===== src/rtl/motion_common_map.vh =====
`ifndef MOTION_COMMON_MAP_VH
`define MOTION_COMMON_MAP_VH
// Register word addresses
`define ADDR_CTRL 4'h0
`define ADDR_READY_SET 4'h1
`define ADDR_SIMJOG_AXES 4'h2
`define ADDR_SERVO_OFF 4'h3
`define ADDR_START_ACC 4'h4
`define ADDR_STATUS 4'h5
`define ADDR_PERR_CLR 4'h6
`define ADDR_REAL_OUT 4'h7
// Control register fields
`define CTRL_READY_MODE 0
`define CTRL_SERVO_ON 1
`define CTRL_SPEED_SW 2
`define CTRL_SIMJOG 3
`define CTRL_HIST_CLR 4
// Status register fields
`define ST_SEQ_READY 0
`define ST_MRC 1
`define ST_LINK_ERR 2
`define ST_PROG_ERR 3
`define ST_CFG_ERR 4
`define ST_SLOT_FAULT 5
`define ST_SERVO_ACK 6
`define ST_TEST_MODE 7
`define ST_HIST_CLR 8
// Reset values
`define CTRL_RESET 32'h0000_0000
`define WORD_RESET 32'h0000_0000
// Cycles after reset release before the configuration check
`define CFG_CHECK_DELAY 2'h3
`endif


===== src/rtl/motion_common_flags.v =====
`timescale 1ns/10ps
`default_nettype none
`include "motion_common_map.vh"

module motion_common_flags #(
  parameter AXES = 32,
  parameter SMALL_VARIANT = 0,
  parameter SMALL_AXES = 8,
  parameter CFG_W = 16
) (
  input wire clk,
  input wire sys_rst,
  input wire [3:0] reg_addr,
  input wire [31:0] reg_wdata,
  input wire reg_wr,
  input wire reg_rd,
  output reg [31:0] reg_rdata,
  input wire run_switch,
  input wire test_mode_active_flag,
  input wire periph_write_req,
  output reg periph_write_accept,
  output reg periph_write_reject,
  input wire [AXES-1:0] servo_program_start_instr,
  output reg [AXES-1:0] axis_start_grant,
  output reg start_accept_on_error,
  output reg speed_from_first_point,
  input wire [AXES-1:0] positioning_done,
  input wire [AXES-1:0] midway_stop,
  input wire [AXES-1:0] speed_zero_stop,
  input wire [AXES-1:0] jog_forward_command,
  input wire [AXES-1:0] jog_reverse_command,
  input wire [AXES-1:0] handwheel_enable_flags,
  input wire [AXES-1:0] current_value_change_instr,
  input wire [AXES-1:0] current_value_change_done,
  output reg [AXES-1:0] start_accepted_flags,
  output wire motion_permit,
  output reg sequence_ready_flag,
  output reg motion_ready_complete_flag,
  output reg mcode_clear,
  output reg auto_start_programs,
  output reg ready_start_error,
  output reg [AXES-1:0] decel_stop_axes,
  output reg program_halt,
  output reg [31:0] real_output_points,
  input wire link_comm_error,
  input wire link_comm_ok,
  output reg link_comm_error_flag,
  output reg error_history_erase,
  input wire program_error_event,
  output reg program_error_detect_flag,
  input wire [CFG_W-1:0] config_setting,
  input wire [CFG_W-1:0] installed_modules,
  output reg config_error_flag,
  output wire error_led,
  input wire slot_module_abnormal,
  output reg slot_fault_flag,
  input wire [AXES-1:0] servo_error,
  output wire [AXES-1:0] servo_enable,
  output reg servo_on_acknowledge_flag,
  output reg [AXES-1:0] simjog_start_axes,
  output reg [AXES-1:0] simjog_stop_axes
);

  // ----------------------------------------------------------------
  // Helpers
  // ----------------------------------------------------------------
  // Mask of axes that exist in this variant
  function [AXES-1:0] axis_mask;
    input dummy;
    integer i;
    begin
      for (i = 0; i < AXES; i = i + 1) begin
        axis_mask[i] = (SMALL_VARIANT == 0) || (i < SMALL_AXES);
      end
    end
  endfunction

  function addr_hit;
    input [3:0] a;
    input [3:0] want;
    begin
      addr_hit = (a == want);
    end
  endfunction

  wire [AXES-1:0] valid_axes;
  assign valid_axes = axis_mask(1'b0);

  // ----------------------------------------------------------------
  // Pin synchronisers
  // ----------------------------------------------------------------
  // Two stages per pin; only the second stage is read by logic
  reg run_meta, run_sync;
  reg slot_meta, slot_sync;
  reg [CFG_W-1:0] cfg_meta, cfg_sync;
  reg [CFG_W-1:0] inst_meta, inst_sync;

  always @(posedge clk or posedge sys_rst) begin
    if (sys_rst) begin
      run_meta <= 1'b0;
      run_sync <= 1'b0;
      slot_meta <= 1'b0;
      slot_sync <= 1'b0;
      cfg_meta <= {CFG_W{1'b0}};
      cfg_sync <= {CFG_W{1'b0}};
      inst_meta <= {CFG_W{1'b0}};
      inst_sync <= {CFG_W{1'b0}};
    end else begin
      run_meta <= run_switch;
      run_sync <= run_meta;
      slot_meta <= slot_module_abnormal;
      slot_sync <= slot_meta;
      cfg_meta <= config_setting;
      cfg_sync <= cfg_meta;
      inst_meta <= installed_modules;
      inst_sync <= inst_meta;
    end
  end

  // ----------------------------------------------------------------
  // Software registers
  // ----------------------------------------------------------------
  reg [31:0] ctrl_reg;
  reg [31:0] ready_set_reg;
  reg [31:0] simjog_axes_reg;
  reg [AXES-1:0] servo_off_reg;
  reg hist_req_reg;

  wire wr_ctrl, wr_ready, wr_acc, wr_perr, wr_out;
  assign wr_ctrl = reg_wr && addr_hit(reg_addr, `ADDR_CTRL);
  assign wr_ready = reg_wr && addr_hit(reg_addr, `ADDR_READY_SET);
  assign wr_acc = reg_wr && addr_hit(reg_addr, `ADDR_START_ACC);
  assign wr_perr = reg_wr && addr_hit(reg_addr, `ADDR_PERR_CLR);
  assign wr_out = reg_wr && addr_hit(reg_addr, `ADDR_REAL_OUT);

  // A clear request lasts one cycle; a fresh write beats the drop
  always @(posedge clk or posedge sys_rst) begin
    if (sys_rst) begin
      ctrl_reg <= `CTRL_RESET;
      ready_set_reg <= `WORD_RESET;
      simjog_axes_reg <= `WORD_RESET;
      servo_off_reg <= {AXES{1'b0}};
      hist_req_reg <= 1'b0;
      error_history_erase <= 1'b0;
    end else begin
      if (wr_ctrl) begin
        ctrl_reg <= reg_wdata;
      end
      if (wr_ready) begin
        ready_set_reg <= reg_wdata;
      end
      if (reg_wr && addr_hit(reg_addr, `ADDR_SIMJOG_AXES)) begin
        simjog_axes_reg <= reg_wdata;
      end
      if (reg_wr && addr_hit(reg_addr, `ADDR_SERVO_OFF)) begin
        servo_off_reg <= reg_wdata[AXES-1:0];
      end
      error_history_erase <= hist_req_reg;
      hist_req_reg <= wr_ctrl && reg_wdata[`CTRL_HIST_CLR];
    end
  end

  // ----------------------------------------------------------------
  // Sequence ready flag
  // ----------------------------------------------------------------
  reg ready_bit_d;
  reg seq_ready_next;
  wire alt_mode;
  assign alt_mode = ctrl_reg[`CTRL_READY_MODE];

  // Default mode tracks the switch, so a release at run also sets it
  always @* begin
    seq_ready_next = sequence_ready_flag;
    if (!alt_mode) begin
      seq_ready_next = run_sync;
    end else if (!run_sync) begin
      seq_ready_next = 1'b0;
    end else if (ready_set_reg[0] && !ready_bit_d) begin
      seq_ready_next = 1'b1;
    end else if (!ready_set_reg[0] && ready_bit_d) begin
      seq_ready_next = 1'b0;
    end
  end

  always @(posedge clk or posedge sys_rst) begin
    if (sys_rst) begin
      sequence_ready_flag <= 1'b0;
      ready_bit_d <= 1'b0;
    end else begin
      sequence_ready_flag <= seq_ready_next;
      ready_bit_d <= ready_set_reg[0];
    end
  end

  // ----------------------------------------------------------------
  // Ready edge processing
  // ----------------------------------------------------------------
  reg seq_d;
  reg rise_pending_reg;
  wire seq_rise, seq_fall, do_rise;
  assign seq_rise = sequence_ready_flag && !seq_d;
  assign seq_fall = !sequence_ready_flag && seq_d;
  // Deferred rise fires once test mode ends with ready still high
  assign do_rise = (seq_rise || rise_pending_reg) && sequence_ready_flag &&
                   !test_mode_active_flag;

  // Motion is allowed only when ready, not testing, config sane
  assign motion_permit = sequence_ready_flag && !test_mode_active_flag &&
                         !config_error_flag;

  always @(posedge clk or posedge sys_rst) begin
    if (sys_rst) begin
      seq_d <= 1'b0;
      rise_pending_reg <= 1'b0;
      motion_ready_complete_flag <= 1'b0;
      mcode_clear <= 1'b0;
      auto_start_programs <= 1'b0;
      ready_start_error <= 1'b0;
      decel_stop_axes <= {AXES{1'b0}};
      program_halt <= 1'b0;
    end else begin
      seq_d <= sequence_ready_flag;
      mcode_clear <= 1'b0;
      auto_start_programs <= 1'b0;
      ready_start_error <= 1'b0;
      decel_stop_axes <= {AXES{1'b0}};
      program_halt <= 1'b0;
      if (seq_rise && test_mode_active_flag) begin
        rise_pending_reg <= 1'b1;
      end else if (do_rise || seq_fall) begin
        rise_pending_reg <= 1'b0;
      end
      if (do_rise) begin
        if (|start_accepted_flags) begin
          ready_start_error <= 1'b1;
        end else begin
          mcode_clear <= 1'b1;
          motion_ready_complete_flag <= 1'b1;
          auto_start_programs <= 1'b1;
        end
      end
      if (seq_fall) begin
        motion_ready_complete_flag <= 1'b0;
        decel_stop_axes <= start_accepted_flags;
        program_halt <= 1'b1;
      end
    end
  end

  // Outputs drop on the ready fall; the fall wins over a write
  always @(posedge clk or posedge sys_rst) begin
    if (sys_rst) begin
      real_output_points <= `WORD_RESET;
    end else if (seq_fall) begin
      real_output_points <= `WORD_RESET;
    end else if (wr_out) begin
      real_output_points <= reg_wdata;
    end
  end

  // Peripheral parameter writes only while not ready
  always @(posedge clk or posedge sys_rst) begin
    if (sys_rst) begin
      periph_write_accept <= 1'b0;
      periph_write_reject <= 1'b0;
    end else begin
      periph_write_accept <= periph_write_req && !sequence_ready_flag;
      periph_write_reject <= periph_write_req && sequence_ready_flag;
    end
  end

  // ----------------------------------------------------------------
  // Start accepted flags and starts
  // ----------------------------------------------------------------
  reg simjog_d;
  reg [AXES-1:0] simjog_active_reg;
  reg [AXES-1:0] hold_d;
  reg [AXES-1:0] acc_next;
  wire [AXES-1:0] start_req, start_ok, start_refused, hold, clear_evt;

  assign start_req = servo_program_start_instr & valid_axes & {AXES{motion_permit}};
  // A flag already set (forced by software) refuses the start
  assign start_ok = start_req & ~start_accepted_flags;
  assign start_refused = start_req & start_accepted_flags;
  assign hold = (jog_forward_command | jog_reverse_command |
                 handwheel_enable_flags | simjog_active_reg) &
                {AXES{motion_permit}};
  // Zero-speed stop leaves the flag up
  assign clear_evt = positioning_done | (midway_stop & ~speed_zero_stop) |
                     current_value_change_done | (hold_d & ~hold);

  // Set wins over clear and over a software write
  always @* begin
    acc_next = wr_acc ? reg_wdata[AXES-1:0] : start_accepted_flags;
    acc_next = acc_next & ~clear_evt;
    acc_next = acc_next | start_ok | hold |
               (current_value_change_instr & {AXES{motion_permit}});
    acc_next = acc_next & valid_axes;
  end

  always @(posedge clk or posedge sys_rst) begin
    if (sys_rst) begin
      start_accepted_flags <= {AXES{1'b0}};
      hold_d <= {AXES{1'b0}};
      axis_start_grant <= {AXES{1'b0}};
      start_accept_on_error <= 1'b0;
      speed_from_first_point <= 1'b0;
    end else begin
      start_accepted_flags <= acc_next;
      hold_d <= hold;
      axis_start_grant <= start_ok;
      start_accept_on_error <= |start_refused;
      if (|start_ok) begin
        speed_from_first_point <= ctrl_reg[`CTRL_SPEED_SW];
      end
    end
  end

  // ----------------------------------------------------------------
  // Simultaneous jog
  // ----------------------------------------------------------------
  wire simjog_cmd;
  assign simjog_cmd = ctrl_reg[`CTRL_SIMJOG];

  // Axis selection is latched at the command edge
  always @(posedge clk or posedge sys_rst) begin
    if (sys_rst) begin
      simjog_d <= 1'b0;
      simjog_active_reg <= {AXES{1'b0}};
      simjog_start_axes <= {AXES{1'b0}};
      simjog_stop_axes <= {AXES{1'b0}};
    end else begin
      simjog_d <= simjog_cmd;
      simjog_start_axes <= {AXES{1'b0}};
      simjog_stop_axes <= {AXES{1'b0}};
      if (simjog_cmd && !simjog_d && motion_permit) begin
        simjog_active_reg <= simjog_axes_reg[AXES-1:0] & valid_axes;
        simjog_start_axes <= simjog_axes_reg[AXES-1:0] & valid_axes;
      end else if (!simjog_cmd && simjog_d) begin
        simjog_active_reg <= {AXES{1'b0}};
        simjog_stop_axes <= simjog_active_reg;
      end
    end
  end

  // ----------------------------------------------------------------
  // Error and health flags
  // ----------------------------------------------------------------
  reg [1:0] cfg_wait_reg;
  reg cfg_done_reg;

  // Program error: set wins over the software clear
  always @(posedge clk or posedge sys_rst) begin
    if (sys_rst) begin
      program_error_detect_flag <= 1'b0;
      link_comm_error_flag <= 1'b0;
      slot_fault_flag <= 1'b0;
    end else begin
      if (program_error_event) begin
        program_error_detect_flag <= 1'b1;
      end else if (wr_perr && reg_wdata[0]) begin
        program_error_detect_flag <= 1'b0;
      end
      if (link_comm_error) begin
        link_comm_error_flag <= 1'b1;
      end else if (link_comm_ok) begin
        link_comm_error_flag <= 1'b0;
      end
      slot_fault_flag <= slot_sync;
    end
  end

  // Check waits for the synchronisers to fill; only reset reruns it
  always @(posedge clk or posedge sys_rst) begin
    if (sys_rst) begin
      cfg_wait_reg <= 2'h0;
      cfg_done_reg <= 1'b0;
      config_error_flag <= 1'b0;
    end else if (!cfg_done_reg) begin
      if (cfg_wait_reg == `CFG_CHECK_DELAY) begin
        cfg_done_reg <= 1'b1;
        config_error_flag <= (cfg_sync != inst_sync);
      end else begin
        cfg_wait_reg <= cfg_wait_reg + 2'h1;
      end
    end
  end

  assign error_led = config_error_flag;

  // ----------------------------------------------------------------
  // Servo enable
  // ----------------------------------------------------------------
  // Nothing here clears the all-on command on a CPU stop
  assign servo_enable = {AXES{ctrl_reg[`CTRL_SERVO_ON]}} & ~servo_off_reg &
                        ~servo_error & valid_axes;

  // Acknowledge reflects acceptance only, not axis readiness
  always @(posedge clk or posedge sys_rst) begin
    if (sys_rst) begin
      servo_on_acknowledge_flag <= 1'b0;
    end else begin
      servo_on_acknowledge_flag <= ctrl_reg[`CTRL_SERVO_ON];
    end
  end

  // ----------------------------------------------------------------
  // Read port
  // ----------------------------------------------------------------
  reg [31:0] rd_word;
  always @* begin
    rd_word = 32'h0000_0000;
    case (reg_addr)
      `ADDR_CTRL: begin
        rd_word = {ctrl_reg[31:5], hist_req_reg, ctrl_reg[3:0]};
      end
      `ADDR_READY_SET: rd_word = ready_set_reg;
      `ADDR_SIMJOG_AXES: rd_word = simjog_axes_reg;
      `ADDR_SERVO_OFF: rd_word[AXES-1:0] = servo_off_reg;
      `ADDR_START_ACC: rd_word[AXES-1:0] = start_accepted_flags;
      `ADDR_STATUS: begin
        rd_word[`ST_SEQ_READY] = sequence_ready_flag;
        rd_word[`ST_MRC] = motion_ready_complete_flag;
        rd_word[`ST_LINK_ERR] = link_comm_error_flag;
        rd_word[`ST_PROG_ERR] = program_error_detect_flag;
        rd_word[`ST_CFG_ERR] = config_error_flag;
        rd_word[`ST_SLOT_FAULT] = slot_fault_flag;
        rd_word[`ST_SERVO_ACK] = servo_on_acknowledge_flag;
        rd_word[`ST_TEST_MODE] = test_mode_active_flag;
        rd_word[`ST_HIST_CLR] = hist_req_reg;
      end
      `ADDR_REAL_OUT: rd_word = real_output_points;
      default: rd_word = 32'h0000_0000;
    endcase
  end

  // Data stand only in the cycle after the strobe
  always @(posedge clk or posedge sys_rst) begin
    if (sys_rst) begin
      reg_rdata <= 32'h0000_0000;
    end else if (reg_rd) begin
      reg_rdata <= rd_word;
    end else begin
      reg_rdata <= 32'h0000_0000;
    end
  end

endmodule // motion_common_flags
`default_nettype wire


===== config.mk =====
export PLATFORM = sky130hd
export DESIGN_NAME = motion_common_flags
export DESIGN_NICKNAME = d
export VERILOG_FILES = /design/src/rtl/motion_common_flags.v
export VERILOG_INCLUDE_DIRS = /design/src /design/src/rtl
export SDC_FILE = /design/constraint.sdc
export NUM_CORES = 1
export LEC_CHECK = 0
export BUFFER_PORTS_ARGS = -buffer_cell sky130_fd_sc_hd__buf_2
export CAP_MARGIN = 40
export CORE_AREA = 2 2 264 266
export DETAILED_ROUTE_END_ITERATION = 10
export DIE_AREA = 0 0 266 268
export PLACE_DENSITY = 0.62
export SLEW_MARGIN = 20
export SYNTH_ARGS = -nofsm -noshare
export SYNTH_HDL_FRONTEND = slang
export SYNTH_SLANG_ARGS = --single-unit

===== constraint.sdc =====
create_clock -name clk -period 53.3 [get_ports clk]
set_input_delay 13.325 -clock clk [delete_from_list [all_inputs] [get_ports clk]]
set_output_delay 13.325 -clock clk [all_outputs]
set_load 0.005 [all_outputs]

After elaboration in Yosys (flattened, before gate mapping)

Index checks and enable logic that the tools add are counted.

Add/subtract/negate cells: 1
Multiplexer cells: 32
Reductions and logical operators: 46
Bitwise operators: 27
Equal/unequal tests: 11

Operators by type and width:

| cell                                                 | number |
|---|---|
| bitwise AND 32 bit                                   | 10 |
| 2-to-1 mux 32 bit                                    | 10 |
| OR 32 bit                                            | 9 |
| NOT 32 bit                                           | 6 |
| one-hot mux 23 bit (6 select lines)                  | 1 |
| OR reduction 32 bit                                  | 3 |
| one-hot mux 9 bit (7 select lines)                   | 1 |
| logical AND 1 bit                                    | 23 |
| 2-to-1 mux 1 bit                                     | 20 |
| equality test 4 x 3 -> 1 bit (second input constant) | 4 |
| != test 16 bit                                       | 1 |
| nonzero test 2 bit                                   | 6 |
| equality test 4 x 2 -> 1 bit (second input constant) | 2 |
| zero test 1 bit                                      | 8 |
| AND reduction 2 bit                                  | 3 |
| equality test 4 x 1 -> 1 bit (second input constant) | 1 |
| zero test 4 bit                                      | 1 |
| != test 4 x 2 -> 1 bit (second input constant)       | 1 |
| adder 2 x 1 -> 2 bit (second input constant)         | 1 |
| equality test 2 bit (second input constant)          | 1 |
| logical OR 1 bit                                     | 2 |
| != test 2 bit (second input constant)                | 1 |
| NOT 1 bit                                            | 2 |

Flip-flop bits (word level): 507
Logic and storage cells: 160
Input bits: 399
Output and inout bits: 274

Depth between registers and ports, before layout

Word-level depth: 12
Depth in mapped cells: 7
Depth with buffers taken out: 5

Worst setup path after synthesis

Ideal clock, no wire load.

Path type: input port to output port
Start: input test_mode_active_flag
End: output motion_permit
Path slack: 25.902 ns
Arrival: 14.073 ns
Stages: 3
Data required time: 39.975 ns
Cells stage by stage: or3b_4 inv_1 clkbuf_1

Longest elaborated chain between the ends: 3

RTL lines:

| element                        | RTL line                  | text |
|---|---|---|
| from (decl)                    | motion_common_flags.v:19  | `input wire test_mode_active_flag,` |
| zero test 1 bit                | motion_common_flags.v:208 | `assign motion_permit = sequence_ready_flag && !test_mode_active_flag &&` |
| logical AND 1 bit (2 in a row) | motion_common_flags.v:208 |  |
| to (decl)                      | motion_common_flags.v:36  | `output wire motion_permit,` |

No other way between the ends.

Worst setup path after layout

Same ends and word-level chain as after synthesis.

==> flow_summary_export.csv <==
group,metric,value,unit
pwr,p_sw,0.244,mW
floorplan,std_cell_rows,96,
synthesis,synth_seq_cells,506,
sta,rsz0062_at_grt,"false",
synthesis,synth_xor_xnor_area_share,0.749,%
worst_setup_path,cp.required,39.98,ns
synthesis,syn-cell-area,19900,µm²
sta,min_period,28.06,ns
run_status,outcome,"finished clean",
finish,final_net_count,2686,
job,maxCapViolCount,0,
synthesis,yosys-top-cells-count,"dfrtp_1, nor2_1, and2_1, mux2_2",
clock_tree,htree_num_levels,2,
synthesis,synth-edff-count,0,
global_routing,grt_overflow,0,
synthesis,synth.distinct_cells,50,
floorplan,start_util,29.1,%
worst_setup_path,endpoint_kind,"output pin",
sta,worst_pin_slew,0.959,ns
clock_tree,cts_buffers,54,
detailed_routing,drt_pre_antenna_iters,7,
sta,slew_viol_final,0,
floorplan,die_h,268,µm
synthesis,synth_top_cell_by_area,"dfrtp_1",
detailed_routing,drtIter0Drc,1163,
detailed_routing,drtAntennaViolNets,0,
synthesis,synthMuxAreaShare,9.28,%
detailed_routing,vias_per_cell,5.08,
synthesis,synthMostInstantiatedCell,"dfrtp_1",
pwr,power.leakage,13.9,nW
pwr,seq_power_share,46.2,%
pwr,pwr-share-comb,10.6,%
place,place_congestion,1.02,
synthesis,avgSynthCellArea,12.6,µm²
detailed_routing,post_drt_wl_per_cell,28.3,µm
pwr,ir_drop,0.0318,mV
clock_tree,cts_tree,"done",
place,place_inst,3111,
floorplan,core_area,68200,µm²
worst_setup_path,crit_type,"in -> out",
global_routing,grt_pass1_vias,16700,
synthesis,yosysSeqAreaShare,63.7,%
place,dp_hpwl,70000,µm
detailed_routing,routed-via-count,16400,
worst_setup_path,cp-start-kind,"input pin",
synthesis,synth_fp_nets,1974,
worst_setup_path,worst_ep_arrival_time,14.73,ns
global_routing,grt_pass1_wl,124000,µm
pwr,pwr-share-clk,43.2,%
sta,fin_skew,0.0144,ns
synthesis,yosys_warnings,0,
floorplan,dieArea,71300,µm²
synthesis,synth_top_family_by_area,"simple AND/OR/NAND/NOR gates",
detailed_routing,wl,91200,µm
clock_tree,clk_path_buf_depth,3,
clock_tree,insertion_delay,0.62,ns
clock_tree,cts_root_buf,"clkbuf_16",
detailed_routing,drc,0,
sta,timing.slew.headroom,36.0,%
sta,fin_tns_setup,0,ns
finish,drive_above_1_share,40.2,%
floorplan,io_pins,673,
sta,period_share,52.6,%
finish,fin_cells,3225,
sta,max_freq,35.6,MHz
global_routing,grt_max_degree,176,
synthesis,netlist_instances,1573,
global_routing,track_usage,24.7,%
worst_setup_path,cp_max_fo,34,
clock_tree,post-cts-setup-buffers,0,
pwr,powerDensity,35.6,nW/µm²
pwr,p_sw_share,25.8,%
synthesis,synth_ff_type,"dfrtp_1",
synthesis,synth_top_cell_area_share,63.7,%
clock_tree,cts_sinks,506,
floorplan,fp.dieW,266,µm
synthesis,synth-async-reset-ratio,100,%
synthesis,synth-simple-area-share,13.7,%
pwr,p_int,0.703,mW
global_routing,antenna_found_initial,23,
place,io_buffers,672,
sta,setup_viol,0,
clock_tree,holdBufCountCts,0,
synthesis,synth_fa_ha_area_share,0.126,%
synthesis,synth_compound_area_share,9.83,%
clock_tree,cts_resized,0,
sta,hold_viol,0,
min_path,holdCritPathClass,"reg -> reg",
pwr,finalPower,0.947,mW
synthesis,netlist_top_cells_area,"dfrtp_1, mux2_2, and2_1",
finish,syn_to_final_growth,34.1,%
clock_tree,path_clk_slew,0.06,ns
layout make-up:
cell class                      count  area (µm²)
Fill cell                        6622       41600
Sequential cell                   506       12700
Multi-Input combinational cell    955        6750
Timing Repair Buffer              731        4020
Clock buffer                       68        1470
Tap cell                          882        1100
Clock inverter                     28         429
Inverter                           37         146
Antenna cell                       18        45.0
final timing paths:
kind / slack (ns) / depth (start not counted) / endpoint / start
max in group asynchronous: 37.76 / 6 / simjog_start_axes[16] / sys_rst
min: 0.35 / 0 / cfg_sync[6] / cfg_meta[6]
min reg2reg: 0.35 / 0 / cfg_sync[6] / cfg_meta[6]
max: 25.24 / 5 / motion_permit / test_mode_active_flag
min in group asynchronous: 12.74 / 2 / inst_sync[9] / sys_rst
max reg2reg: 50.59 / 6 / simjog_active_reg[28] / sequence_ready_flag
power groups by stage:
stage          registers (mW)  clock network [mW]  logic [mW]
6_report                0.438               0.409       0.100
5_1_grt                 0.441               0.430       0.109
4_1_cts                 0.437               0.416       0.101
3_5_place_dp            0.444                   0       0.101
3_3_place_gp            0.444                   0      0.0928
2_1_floorplan           0.433                   0      0.0500
layer usage:
| layer | share of wire [%] | up-vias | GRT usage [%] |
|---|---|---|---|
| met5 | 0.076 | - | 0 |
| met4 | 3.6 | 10 | 9.46 |
| met3 | 9.3 | 184 | 7.89 |
| met2 | 46 | 829 | 39.1 |
| met1 | 41 | 8351 | 31.7 |
| li1 | - | 7010 | - |
placed cells by master (no fill, tap or decap), types with 6 or more instances in the layout:
| cell type | n |
|---|---|
| buf_4 | 43 |
| nor2b_1 | 37 |
| and2_1 | 130 |
| clkinv_2 | 8 |
| mux2_2 | 90 |
| a31oi_1 | 28 |
| dfrtp_1 | 506 |
| bufinv_16 | 10 |
| nor3_1 | 37 |
| clkbuf_16 | 54 |
| clkbuf_1 | 7 |
| mux2i_1 | 39 |
| a22oi_1 | 70 |
| nor4_1 | 49 |
| xnor2_1 | 16 |
| a222oi_1 | 7 |
| a21o_1 | 34 |
| o21ai_0 | 70 |
| a221oi_1 | 8 |
| mux2_1 | 39 |
| diode_2 | 18 |
| inv_1 | 36 |
| nor2_1 | 135 |
| nand4_1 | 12 |
| clkbuf_8 | 7 |
| buf_2 | 672 |
| nor3b_1 | 32 |
| nand2_1 | 22 |
| buf_16 | 6 |
| a22o_1 | 50 |
| buf_12 | 6 |
cell families (layout without fill, tap and decap cells):
family | Yosys count | in the layout
buf+inv | 112 | 864
simple gates | 491 | 491
compound gates | 277 | 277
mux | 168 | 168
xor+xnor | 17 | 17
other cells | 0 | 18
fa+ha+maj | 2 | 2
flops | 506 | 506
per-stage QoR:
step | instance area [µm²] | util (%) | hold WS (ns) | setup WS, ns
after global placement | 24400 | 35.7 | 0.334 | 25.32
after floorplan | 19900 | - | 0.331 | 25.85
final | 26600 | 39.0 | 0.347 | 25.24
after global routing | 26600 | 39.0 | 0.348 | 25.24
after CTS | 26600 | 39.0 | 0.348 | 25.27
after detailed placement | 24700 | 36.2 | 0.335 | 25.28
critical path, cell delays in order:
cell	delay, ns
buf_2	0.13
or3b_4	0.57
inv_1	0.10
buf_4	0.35
buf_2	0.20
No activity file was read; power rests on OpenSTA's default activity.
